<file path="src/bcd_real_pkg.sv">
// Package for the accumulator arithmetic unit: operations, operand modes,
// flag and command carriers, encoding constants and state names.
// Assumes a word memory of 16-bit words reached by a one-word read port.
package bcd_real_pkg;

  // ==========================================================================
  // Operations, operand modes and states
  // ==========================================================================
  typedef enum logic [2:0] {
    OP_SUM_BCD_WORD,
    sum_bcd_double,
    OP_SUM_REAL,
    OP_DIFF_BCD_WORD,
    diff_bcd_double
  } op_e;

  typedef enum logic [1:0] {
    MODE_DIRECT,
    MODE_POINTER,
    MODE_CONST
  } mode_e;

  typedef enum logic [2:0] {
    ST_IDLE,
    ST_PTR_REQ,
    ST_PTR_WAIT,
    ST_LO_REQ,
    ST_LO_WAIT,
    ST_HI_REQ,
    ST_HI_WAIT,
    ST_EXEC
  } state_e;

  // ==========================================================================
  // Widths, field positions and constants
  // ==========================================================================
  localparam int ADDR_W = 16;
  localparam int WORD_W = 16;
  localparam int ACC_W = 32;
  localparam int BCD_DIGITS = 8;
  localparam int WORD_DIGITS = 4;
  localparam int CARRY32_BIT = 33;
  localparam int CARRY16_BIT = 32;
  localparam int SIGN_BIT = 31;
  localparam int EXP_HI = 30;
  localparam int EXP_LO = 23;
  localparam logic [7:0] EXP_MAX = 8'hff;
  localparam logic [31:0] REAL_QNAN = 32'h7fc00000;
  localparam logic [31:0] ACC_RESET = 32'h00000000;
  localparam logic [3:0] BCD_MAX_DIGIT = 4'h9;
  localparam logic [4:0] BCD_BASE = 5'h0a;

  // ==========================================================================
  // Carriers
  // ==========================================================================
  typedef struct packed {
    op_e op;
    mode_e mode;
    logic [ADDR_W-1:0] addr;
    logic [ACC_W-1:0] konst;
  } cmd_s;

  typedef struct packed {
    logic result_zero_flag;
    logic word_borrow_flag;
    logic double_borrow_flag;
    logic word_carry_flag;
    logic double_carry_flag;
    logic negative_flag;
    logic bad_pointer_flag;
    logic invalid_float_flag;
    logic sign_error_flag;
    logic underflow_flag;
    logic invalid_digit_flag;
  } flags_s;

  localparam flags_s FLAGS_RESET = '0;

  typedef struct packed {
    logic [31:0] res;
    logic ovf;
    logic unf;
    logic inv;
  } fres_s;

endpackage

</file>
<file path="src/bcd_real_add_sub_unit.sv">
// Accumulator arithmetic unit: BCD sum and difference in word and double
// width, and single-precision real sum, with discrete status flags.
// Assumes one sequencer issuing one command at a time and a word memory
// that answers each read with one mem_rvalid pulse, any number of cycles later.
`timescale 1ns/1ps

// How it works
// - Word BCD sum adds a memory word to accumulator low 16 bits.
// - Word BCD sum refuses a constant operand; memory or pointer only.
// - Double BCD sum adds a two-word or constant 8-digit operand to accumulator.
// - Zero flag follows whether the written accumulator equals zero.
// - Word carry flag set on carry out of the fourth BCD digit.
// - Double carry flag set on carry out of the eighth BCD digit.
// - Negative flag set when the written accumulator value is negative and is not an invalid real result.
// - Invalid digit flag set when a BCD operand has a nibble above nine.
// - Real sum adds a constant or two-word real to the accumulator.
// - Bad pointer flag set when a pointer addresses outside word memory.
// - Invalid float flag set when the real result is not a valid number.
// - Sign error flag set when the real sum overflows its range.
// - Underflow flag set when a real sum underflows.
// - Word BCD difference subtracts a memory word from accumulator low bits.
// - Double BCD difference subtracts a two-word or constant operand.
// - Word borrow flag set on borrow beyond the fourth BCD digit.
// - Double borrow flag set on borrow beyond the eighth BCD digit.
// - Each operation rewrites its own flags, both flags of its carry or borrow pair and the invalid digit flag, or on an invalid digit that flag
// alone outside pointer mode; a pointer-mode operation that executes also clears the bad pointer flag; others hold.
module bcd_real_add_sub_unit
  import bcd_real_pkg::*;
#(
  parameter int MEM_WORDS = 4096
)
(
  // Clock and reset
  input wire logic clk_sys,
  input wire logic rst_n,
  // Command from the sequencer
  input wire logic cmd_valid,
  input wire cmd_s cmd,
  // Direct accumulator load from the sequencer
  input wire logic acc_load,
  input wire logic [ACC_W-1:0] acc_load_data,
  // Word memory read port
  output logic mem_rd,
  output logic [ADDR_W-1:0] mem_addr,
  input wire logic mem_rvalid,
  input wire logic [WORD_W-1:0] mem_rdata,
  // Results and status
  output logic busy,
  output logic done,
  output logic refused,
  output logic [ACC_W-1:0] acc,
  output flags_s flags
);

  typedef struct packed {
    state_e st;
    cmd_s cmd;
    logic [ADDR_W-1:0] eff;
    logic [ACC_W-1:0] opnd;
    logic [ACC_W-1:0] acc;
    flags_s flags;
    logic mem_rd;
    logic busy;
    logic done;
    logic refused;
  } state_s;

  state_s s_q;
  state_s s_d;

  // ==========================================================================
  // Arithmetic helpers
  // ==========================================================================
  function automatic logic is_double(input op_e op);
    return (op == sum_bcd_double) || (op == diff_bcd_double) || (op == OP_SUM_REAL);
  endfunction

  function automatic logic bcd_ok(input logic [ACC_W-1:0] x);
    logic ok;
    ok = 1'b1;
    for (int i = 0; i < BCD_DIGITS; i++)
      if (x[4*i +: 4] > BCD_MAX_DIGIT)
        ok = 1'b0;
    return ok;
  endfunction

  // Returns {carry out of digit 8, carry out of digit 4, result}.
  function automatic logic [CARRY32_BIT:0] bcd_arith(input logic [ACC_W-1:0] a,
                                                      input logic [ACC_W-1:0] b,
                                                      input logic sub);
    logic [4:0] t;
    logic c;
    logic c16;
    logic [ACC_W-1:0] r;
    c = 1'b0;
    c16 = 1'b0;
    r = '0;
    t = '0;
    for (int i = 0; i < BCD_DIGITS; i++)
    begin
      if (sub)
      begin
        t = {1'b0, a[4*i +: 4]} - {1'b0, b[4*i +: 4]} - {4'h0, c};
        c = t[4];
        if (c)
          t = t + BCD_BASE;
      end
      else
      begin
        t = {1'b0, a[4*i +: 4]} + {1'b0, b[4*i +: 4]} + {4'h0, c};
        c = (t >= BCD_BASE);
        if (c)
          t = t - BCD_BASE;
      end
      r[4*i +: 4] = t[3:0];
      if (i == WORD_DIGITS - 1)
        c16 = c;
    end
    return {c, c16, r};
  endfunction

  // Single-precision sum. Subnormals flush to zero and the result is truncated;
  // the saving in area was judged worth more than round-to-nearest here.
  function automatic fres_s real_add(input logic [31:0] a, input logic [31:0] b);
    fres_s f;
    logic [31:0] x;
    logic [31:0] y;
    logic [26:0] mx;
    logic [26:0] my;
    logic [27:0] sm;
    logic [26:0] nm;
    logic [7:0] d;
    logic [4:0] lz;
    logic signed [9:0] e;
    f = '0;
    lz = '0;
    nm = '0;
    e = '0;
    if (a[EXP_HI:EXP_LO] == EXP_MAX || b[EXP_HI:EXP_LO] == EXP_MAX)
    begin
      f.res = REAL_QNAN;
      f.inv = 1'b1;
      return f;
    end
    if (a[EXP_HI:0] >= b[EXP_HI:0])
    begin
      x = a;
      y = b;
    end
    else
    begin
      x = b;
      y = a;
    end
    mx = (x[EXP_HI:EXP_LO] == 8'h00) ? '0 : {1'b1, x[22:0], 3'b000};
    my = (y[EXP_HI:EXP_LO] == 8'h00) ? '0 : {1'b1, y[22:0], 3'b000};
    d = x[EXP_HI:EXP_LO] - y[EXP_HI:EXP_LO];
    my = (d > 8'h1a) ? '0 : (my >> d);
    sm = (x[SIGN_BIT] == y[SIGN_BIT]) ? {1'b0, mx} + {1'b0, my} : {1'b0, mx} - {1'b0, my};
    if (sm == '0)
      return f;
    if (sm[27])
    begin
      nm = sm[27:1];
      e = 10'(x[EXP_HI:EXP_LO]) + 10'sd1;
    end
    else
    begin
      for (int i = 0; i < 27; i++)
        if (sm[i])
          lz = 5'(26 - i);
      nm = sm[26:0] << lz;
      e = 10'(x[EXP_HI:EXP_LO]) - 10'(lz);
    end
    if (e >= 10'sd255)
    begin
      f.res = {x[SIGN_BIT], EXP_MAX, 23'h0};
      f.ovf = 1'b1;
      f.inv = 1'b1;
    end
    else if (e <= 10'sd0)
      f.unf = 1'b1;
    else
      f.res = {x[SIGN_BIT], e[7:0], nm[25:3]};
    return f;
  endfunction

  // ==========================================================================
  // Sequencing and datapath
  // ==========================================================================
  logic [CARRY32_BIT:0] bcd_r;
  fres_s fr;
  logic [ACC_W-1:0] a_in;
  logic [ACC_W-1:0] b_in;
  logic sub_op;
  logic dbl_op;

  always_comb
  begin
    dbl_op = is_double(s_q.cmd.op);
    sub_op = (s_q.cmd.op == OP_DIFF_BCD_WORD) || (s_q.cmd.op == diff_bcd_double);
    a_in = dbl_op ? s_q.acc : {16'h0000, s_q.acc[15:0]};
    b_in = dbl_op ? s_q.opnd : {16'h0000, s_q.opnd[15:0]};
    bcd_r = bcd_arith(a_in, b_in, sub_op);
    fr = real_add(s_q.acc, s_q.opnd);
  end

  always_comb
  begin
    s_d = s_q;
    s_d.mem_rd = 1'b0;
    s_d.done = 1'b0;
    s_d.refused = 1'b0;
    unique case (s_q.st)
      ST_IDLE:
      begin
        if (acc_load)
        begin
          s_d.acc = acc_load_data;
        end
        if (cmd_valid)
        begin
          s_d.cmd = cmd;
          s_d.eff = cmd.addr;
          if (cmd.mode == MODE_CONST && !is_double(cmd.op))
          begin
            s_d.refused = 1'b1;
            s_d.done = 1'b1;
          end
          else if (cmd.mode == MODE_CONST)
          begin
            s_d.opnd = cmd.konst;
            s_d.busy = 1'b1;
            s_d.st = ST_EXEC;
          end
          else
          begin
            s_d.busy = 1'b1;
            s_d.st = (cmd.mode == MODE_POINTER) ? ST_PTR_REQ : ST_LO_REQ;
          end
        end
      end
      ST_PTR_REQ:
      begin
        s_d.mem_rd = 1'b1;
        s_d.st = ST_PTR_WAIT;
      end
      ST_PTR_WAIT:
      begin
        if (mem_rvalid)
        begin
          // A double operand needs its second word inside memory as well.
          if (32'(mem_rdata) + (is_double(s_q.cmd.op) ? 32'd1 : 32'd0) >= 32'(MEM_WORDS))
          begin
            s_d.flags.bad_pointer_flag = 1'b1;
            s_d.busy = 1'b0;
            s_d.done = 1'b1;
            s_d.st = ST_IDLE;
          end
          else
          begin
            s_d.eff = mem_rdata;
            s_d.st = ST_LO_REQ;
          end
        end
      end
      ST_LO_REQ:
      begin
        s_d.mem_rd = 1'b1;
        s_d.st = ST_LO_WAIT;
      end
      ST_LO_WAIT:
      begin
        if (mem_rvalid)
        begin
          s_d.opnd = {16'h0000, mem_rdata};
          s_d.eff = s_q.eff + 16'h0001;
          s_d.st = dbl_op ? ST_HI_REQ : ST_EXEC;
        end
      end
      ST_HI_REQ:
      begin
        s_d.mem_rd = 1'b1;
        s_d.st = ST_HI_WAIT;
      end
      ST_HI_WAIT:
      begin
        if (mem_rvalid)
        begin
          s_d.opnd = {mem_rdata, s_q.opnd[15:0]};
          s_d.st = ST_EXEC;
        end
      end
      ST_EXEC:
      begin
        // Cleared here rather than at the pointer read so all flags move with done.
        s_d.flags.bad_pointer_flag &= (s_q.cmd.mode != MODE_POINTER);
        s_d.busy = 1'b0;
        s_d.done = 1'b1;
        s_d.st = ST_IDLE;
        if (s_q.cmd.op == OP_SUM_REAL)
        begin
          s_d.acc = fr.res;
          s_d.flags.result_zero_flag = (fr.res[EXP_HI:0] == '0);
          s_d.flags.negative_flag = fr.res[SIGN_BIT] && !fr.inv;
          s_d.flags.invalid_float_flag = fr.inv;
          s_d.flags.sign_error_flag = fr.ovf;
          s_d.flags.underflow_flag = fr.unf;
          s_d.flags.invalid_digit_flag = 1'b0;
        end
        else if (!bcd_ok(a_in) || !bcd_ok(b_in))
        begin
          // Accumulator is left as it was so bad data does not propagate.
          s_d.flags.invalid_digit_flag = 1'b1;
        end
        else
        begin
          // Word results clear the upper half; the zero test covers all 32 bits.
          s_d.acc = dbl_op ? bcd_r[ACC_W-1:0] : {16'h0000, bcd_r[15:0]};
          s_d.flags.invalid_digit_flag = 1'b0;
          s_d.flags.result_zero_flag = (s_d.acc == '0);
          if (sub_op)
          begin
            s_d.flags.word_borrow_flag = !dbl_op && bcd_r[CARRY16_BIT];
            s_d.flags.double_borrow_flag = dbl_op && bcd_r[CARRY32_BIT];
            s_d.flags.negative_flag = dbl_op ? bcd_r[CARRY32_BIT] : bcd_r[CARRY16_BIT];
          end
          else
          begin
            s_d.flags.word_carry_flag = !dbl_op && bcd_r[CARRY16_BIT];
            s_d.flags.double_carry_flag = dbl_op && bcd_r[CARRY32_BIT];
            s_d.flags.negative_flag = 1'b0;
          end
        end
      end
    endcase
  end

  // ==========================================================================
  // State register
  // ==========================================================================
  always_ff @(posedge clk_sys or negedge rst_n)
  begin
    if (!rst_n)
    begin
      s_q <= '{st: ST_IDLE, cmd: '0, eff: '0, opnd: '0, acc: ACC_RESET,
               flags: FLAGS_RESET, mem_rd: 1'b0, busy: 1'b0, done: 1'b0,
               refused: 1'b0};
    end
    else
    begin
      s_q <= s_d;
    end
  end

  assign mem_rd = s_q.mem_rd;
  assign mem_addr = s_q.eff;
  assign busy = s_q.busy;
  assign done = s_q.done;
  assign refused = s_q.refused;
  assign acc = s_q.acc;
  assign flags = s_q.flags;

endmodule

</file>
<file path="config.mk">
export PLATFORM = sky130hd
export DESIGN_NAME = bcd_real_add_sub_unit
export DESIGN_NICKNAME = d
export VERILOG_FILES = /design/src/bcd_real_pkg.sv /design/src/bcd_real_add_sub_unit.sv
export SDC_FILE = /design/constraint.sdc
export NUM_CORES = 1
export LEC_CHECK = 0
export BUFFER_PORTS_ARGS = -buffer_cell sky130_fd_sc_hd__buf_4
export CAP_MARGIN = 20
export CORE_MARGIN = 2
export CORE_UTILIZATION = 40
export DETAILED_ROUTE_END_ITERATION = 10
export SLEW_MARGIN = 30
export SYNTH_ARGS = -nofsm -noshare
export SYNTH_HDL_FRONTEND = slang
export SYNTH_SLANG_ARGS = --single-unit
</file>
<file path="constraint.sdc">
create_clock -name clk_sys -period 27.8 [get_ports clk_sys]
set_input_delay 5.56 -clock clk_sys [delete_from_list [all_inputs] [get_ports clk_sys]]
set_output_delay 5.56 -clock clk_sys [all_outputs]
set_load 0.02 [all_outputs]
</file>
Word-level counts from Yosys, hierarchy flattened. Index checks and enable logic that the tools add are counted.

Register bits: 151. Input port bits: 106. Output and inout bits: 63. Word-level logic and storage cells: 336.

Add/subtract/negate cells: 53. $lt $le $gt $ge: 29. Equal/unequal tests: 31. Shifts and indexed selects: 2. Mux-type cells: 151. Bitwise gates (word level): 5. Reduce and logical (&&, ||, !) cells: 41.

Operator list (number): $mux 32 (13); $mux 5 (30); $mux 35 (4); $mux 104 (1); $mux 4 (24); $pmux 32 s3 (1); $mux 27 (3); $gt 4x4->1 const B (16); $pmux 32 s2 (1); $mux 48 (1); $pmux 16 s3 (1); $mux 1 (45); $add 4x4->5 (8); $ge 5x4->1 const B (8); $sub 4x4->5 (8); $mux 38 (1); $add 5x1->5 (7); $sub 5x1->5 (7); $mux 33 (1); $add 4x4->4 const B (8); $logic_not 32->1 (1); $mux 16 (2); $sub 4x4->4 const B (8); $ge 31x31->1 (1); 49 further kinds (112).

Logic depth before layout (Yosys ltp). Gate-level depths: netlist of the first run.

Depth after elaboration: 52. Gate-level depth with buffers: 84. Gate-level depth less buffers: 84.

Worst setup path before layout of the first run. OpenSTA, ideal clock, no wires.

Path kind: register to register. From: reg s_q (netlist bit acc[0]). To: reg s_q (netlist bit flags[10]). Library setup time: 0.065 ns. Data arrival time: 15.303 ns. Required time: 27.735 ns. Path slack: 12.433 ns. Cell stages (with the launch flop): 83. Buffers on the path: 0. Clock period less this slack: 15.367 ns. Path through: dfrtp_1 ha_1 fa_1 xor2_1 ha_1 inv_1 a31oi_1 o21ai_1 mux2i_1 xnor2_1 ha_1 inv_1 ha_1 nor2_1 fa_1 nand2_1 a21oi_1 xnor2_1 [... 47 more ...] o21a_1 inv_1 fa_1 fa_1 xnor2_1 ha_1 inv_1 a31oi_1 o21ai_0 mux2i_1 a21oi_1 nor2_1 nor4_1 nand3_1 nor4_1 o2111ai_1 o21ai_0 a31o_2.

Longest elaborated chain between the ends: 50. Elaborated cells on any way between the ends: 156. Classes of those cells: add/sub: 37; order compare: 13; eq/ne: 2; shift: 2; mux: 94; reduce/logical: 8.

RTL lines: start, declared (line bcd_real_add_sub_unit.sv:68) `state_s s_q;`; start signal, assigned (line bcd_real_add_sub_unit.sv:346) `s_q <= '{st: ST_IDLE, cmd: '0, eff: '0, opnd: '0, acc: ACC_RESET,`; branches (longest 50 deep; another with $add 4x4->5).

Parallel ways; which one is timed is not known. The select of a mux whose other input is x is not followed. A chain may end at the register's enable or synchronous reset.

Final worst setup path of the first run. Same ends and word-level chain as after synthesis.

==> metrics.yaml, run 1 <==
status: "complete, no violations"
postCtsHoldBufs: 0
async_reset_ff_share_pct: 100
yosys.area.top_type: "dfrtp_1"
clk-insertion-delay-late_ns: 0.39
vias: 20751
fin_cells: 3211
drive_gt1_share_pct: 13.1
hold_violations: 0
yosysTopAreaCellShare_pct: 13.8
synth_seq_area_share_pct: 13.8
grtUsageTotal_pct: 34.2
die_y_um: 220
crit_top_cell: "fa_1"
crit_family: "adder cells"
maxCapViolations: 0
htree_levels: 3
syn_to_final_growth_pct: 9.51
yosysMostFrequentCell: "nand2_1"
routed_wl_um: 83600
max_freq_ghz: 0.0548
rsz0062_at_grt: "no"
clk_pin_slew_ns: 0.08
portBuffers: 168
period_minus_slack_ns: 18.25
grt_pass1_vias: 19768
slowest_delay_ns: 0.54
dr.pass1.iters: 6
min_from: "flags[1]"
rows: 79
syn_area_per_cell_um2: 7.24
fin_setup_tns_ns: 0
synthCells: 2570
overflow: 0
cts_tree: "built"
end_kind: "register"
setup_slack_ns: 9.55
arrival_ns: 18.58
yosysWarnings: 0
syn_area_um2: 18600
grt_pass1_wl_um: 124000
core_um2: 46300
dp.cells: 3195
yosysUniqueCellTypes: 97
drcViolationCount: 0
r2r-start: "acc[0]"
critPathLaunchType: "register"
hp-class: "reg -> reg"
crit_required_ns: 28.12
postCtsResizedCells: 0
cts_sinks: 103
synth_fp_nets: 2850
max-clock-path-buffers: 2
ctsRootBufferMaster: "clkbuf_16"
synth_flop_cell: "dfrtp_1"
synth_area_leaders: "dfrtp_1, ha_1, a21oi_1, nand2_1, mux2i_1"
finalCritPeriodShare_pct: 65.7
grt_antenna_before_repair: 1
post-place-ws_ns: 9.87
critPathBufInv: 11
cts_buffers: 9
slowest_stage: "dfrtp_1"
dr.first_iter.drc_count: 2353
synth_edf_count: 0
reg2reg_depth: 80
whs_path_depth: 2
crit_fanout: 6
slew_viol_final: 0
grt_max_degree: 72
cts_setup_buffers: 0
synth_commonest_cells: "nand2_1, a21oi_1, nor2_1"
ant_nets: 0
route.detailed.vias_per_inst: 6.46
crit_type: "reg -> reg"
post_drt_wl_per_cell_um: 26.0
num_antenna_cells: 0
final_nets: 2879
start_util_pct: 40.2
yosys_register_bits: 103
setup_viol: 0
fp.dieArea_um2: 48300
cp.depth: 80
dp_hpwl_um: 66200
die_width_um: 220
top_level_ports: 169
skew_ns: 0.0122
startpoint: "acc[0]"
tightestPinTransition_ns: 1.06
gp_congestion: 1.03
maxSlewHeadroom_pct: 28.6
-- routing by layer --
metal	vias up	global-route usage [%]	wire [µm]
met4	0	18.2	5010
met3	245	7.00	7890
li1	9330	-	-
met2	1191	55.0	37400
met5	-	0	0
met1	9985	43.1	33300
-- worst min-delay path: cells and delay by family (launching register included) --
| kind | cells | cell delay, ns |
|---|---|---|
| and+or+nand+nor | 2 | 0.10 |
| DFF | 1 | 0.36 |
-- layout by cell type (no fill, tap or decap), types with 15 or more instances in the layout --
cell type and instances:
a211oi_1 25, a21o_1 29, a21oi_1 248, a221oi_1 38
a22oi_1 26, a31oi_1 30, and2_1 19, and3_1 24
buf_4 218, dfrtp_1 103, fa_1 30, ha_1 143
inv_1 155, mux2_2 25, mux2i_1 97, nand2_1 274
nand2b_1 21, nand3_1 56, nand4_1 32, nor2_1 242
nor2b_1 26, nor3_1 59, nor4_1 15, o211ai_1 31
o21a_1 21, o21ai_0 172, o21bai_1 16, o221ai_1 20
o22ai_1 24, xnor2_1 87, xor2_1 39
-- metrics by stage --
stage	hold slack (ns)	util [%]	cell area (µm²)
finish	0.496	44.1	20400
global route	0.536	44.1	20400
CTS	0.508	44.0	20400
detailed placement	0.487	43.3	20000
global placement	0.481	43.3	20000
floorplan	0.440	-	18600
-- flip-flops by register name, indices dropped and copies added (netlist names) --
name and count:
s_q 40, acc 32, mem_addr 16, flags 11
busy 1, done 1, mem_rd 1, refused 1
-- final cells by class --
type                    instances  area (µm²)
clock buffers                   9         225
clock inverters                 7         114
fillers                      4810       25900
inverters                     158         596
multi-input cells            2108       14500
flip-flops and latches        103        2580
well taps                     607         759
repair buffers                219        1650
-- kinds of logic (layout without fill, tap and decap cells) --
| logic type | Yosys count | in the layout | synth area share [%] |
|---|---|---|---|
| AOI/OAI and AO/OA | 827 | 827 | 28.9 |
| xor gates and xnor gates | 129 | 129 | 6.17 |
| adders and majority gates | 174 | 174 | 12.9 |
| buffers and inverters | 359 | 393 | 8.80 |
| DFF | 103 | 103 | 13.8 |
| muxes | 134 | 134 | 8.14 |
| and+or+nand+nor | 844 | 844 | 21.2 |
-- final timing paths --
kind	endpoint	slack, ns
max in group asynchronous	acc[23]	21.26
hold reg to reg	flags[1]	0.50
min in group asynchronous	s_q[144]	5.20
setup / recovery	flags[10]	9.55
hold / removal	flags[1]	0.50
setup reg to reg	flags[10]	9.55
Power of run 1 is left out: the tool's default activity adds up to more than one toggle a clock period on the data nets, which glitch-free logic cannot reach.
==> run 2: changes to the inputs <==
==> constraint.sdc (replaced) <==
create_clock -name clk_sys -period 19.2 [get_ports clk_sys]
set_input_delay 3.84 -clock clk_sys [delete_from_list [all_inputs] [get_ports clk_sys]]
set_output_delay 3.84 -clock clk_sys [all_outputs]
set_load 0.02 [all_outputs]
==> run 2 against run 1 <==
  * Sequential share of layout area about the same
  * Core utilization is essentially flat
  * Wire length down 0.82%
  * Cell count is 0.12% higher
  * First-iteration DRC count grew 4.2%
  * Sequential cell count did not move
  * Critical path depth shrank 1
  * Clock skew rose by 0.011 ns
  * Die area did not move
  * Global-route usage decreased by 0.35 points
  * Count of clock-buffer cells in the layout is the same
  * Critical path type unchanged
==> metrics.yaml, run 2 (synthesis results as in run 1) <==
setup_slack_ns: 1.96  # -7.58 ns
postCtsResizedCells: 0  # unchanged
gp_congestion: 1.06  # +3.2%
fin_util_pct: 44.1  # about the same
period_minus_slack_ns: 17.24  # -1.02 ns
clk_pin_slew_ns: 0.10  # +0.02 ns
maxSlewHeadroom_pct: 33.7  # +5.1 points
grt_antenna_before_repair: 0  # -1
cts_setup_buffers: 0  # unchanged
setup_viol: 0  # unchanged
grt_pass1_vias: 19622  # -0.74%
post_drt_wl_per_cell_um: 25.8  # -0.95%
vias: 20798  # +0.23%
critPathBufInv: 12  # +1
max-clock-path-buffers: 2  # unchanged
max_flop_register: "s_q"
dr.pass1.iters: 7  # +1
layout_commonest_cell: "nand2_1"
core_um2: 46300  # unchanged
crit_type: "reg -> reg"
cts_sinks: 103  # unchanged
start_util_pct: 40.2  # unchanged
finalCritPeriodShare_pct: 89.8  # +24 points
slowest_delay_ns: 0.49  # -0.05 ns
routed_wl_um: 82900  # -0.82%
slew_viol_final: 0  # unchanged
dp_hpwl_um: 65900  # -0.40%
hold_violations: 0  # unchanged
drcViolationCount: 0  # unchanged
top_level_ports: 169  # unchanged
grtUsageTotal_pct: 33.9  # -0.35 points
grtUsageMet1_pct: 44.0  # +0.96 points
drive_gt1_share_pct: 13.3  # +0.13 points
most-common-layout-cells: "nand2_1, a21oi_1, nor2_1"
crit_required_ns: 19.51  # -8.61 ns
crit_top_cell: "fa_1"
final_nets: 2883  # +0.14%
portBuffers: 168  # unchanged
tightestPinTransition_ns: 0.991  # -0.0665 ns
grt_max_degree: 71  # -1.4%
overflow: 0  # unchanged
die_width_um: 220  # unchanged
route.detailed.vias_per_inst: 6.47  # +0.10%
num_antenna_cells: 0  # unchanged
cts_tree: "built"
max_freq_ghz: 0.0580  # +5.9%
slowest_stage: "nor3_1"
die_y_um: 220  # unchanged
crit_fanout: 6  # unchanged
fp.dieArea_um2: 48300  # unchanged
maxCapViolations: 0  # unchanged
ant_nets: 0  # unchanged
critPathLaunchType: "register"
end_kind: "register"
clk-insertion-delay-late_ns: 0.39  # about the same
arrival_ns: 17.55  # -1.03 ns
use_met2_pct: 54.8  # -0.18 points
largest_reg_flops: 40  # unchanged
grt_pass1_wl_um: 124000  # -0.61%
syn_to_final_growth_pct: 9.52  # about the same
rows: 79  # unchanged
hp-class: "reg -> reg"
fin_setup_tns_ns: 0  # unchanged
status: "complete, no violations"
post-place-ws_ns: 2.21  # -7.67 ns
postCtsHoldBufs: 0  # unchanged
r2r_setup_slack_ns: 1.96  # -7.58 ns
use_met3_pct: 5.91  # -1.1 points
whs_ns: 0.499  # +0.00300 ns
crit_family: "adder cells"
cts_buffers: 9  # unchanged
ctsRootBufferMaster: "clkbuf_16"
htree_levels: 3  # unchanged
grt_busiest_layer: "met2"
skew_ns: 0.0233  # +0.0111 ns
rsz0062_at_grt: "no"
dr.first_iter.drc_count: 2453  # +4.2%
[run 2: cell count changes in the layout (fill, tap and decap cells not counted)]
| cell | change |
|---|---|
| bufinv_16 | -2 |
| inv_6 | +2 |
| o21ai_1 | -1 |
| o21ai_0 | +1 |
| clkinv_4 | +1 |
| inv_8 | -1 |
| o311ai_1 | +1 |
| clkinvlp_4 | -2 |
| buf_4 | +4 |
| o311ai_0 | -1 |
| clkinv_8 | +2 |
[run 2: area by class of cell]
cell class	instances	area, µm²
clock buffer	9	225
clock inverter	7	86.3
fill	4780	25900
inverter	158	596
multi-input combinational	2108	14500
sequential	103	2580
tap	607	759
timing repair buffer	223	1680
[run 2: worst min-delay path: stages, from the launching register on]
cell and delay [ns]:
dfrtp_1 0.36, nand2_1 0.05, nand2_1 0.05
[run 2: worst paths after layout]
| path | from | end | depth (start not counted) |
|---|---|---|---|
| setup / recovery | s_q[47] | flags[10] | 79 |
| hold / removal | flags[1] | flags[1] | 2 |
| setup reg to reg | s_q[47] | flags[10] | 79 |
| hold reg to reg | flags[1] | flags[1] | 2 |
| max in group asynchronous | rst_n | s_q[71] | 2 |
| min in group asynchronous | rst_n | mem_addr[11] | 1 |
[run 2: routing by layer]
metal	share of wire (%)	routed length, µm	vias to the layer above
met5	0	0	-
met3	9.6	7950	235
met4	5.4	4500	0
met1	40	33300	9955
met2	45	37200	1277
li1	-	-	9331
[run 2: per-stage QoR]
step / instances / area, µm²
floorplan: 2570 / 18600
global placement: 3198 / 20100
detailed placement: 3199 / 20100
CTS: 3215 / 20400
global route: 3215 / 20400
finish: 3215 / 20400
Power of run 2 is left out for the same reason.
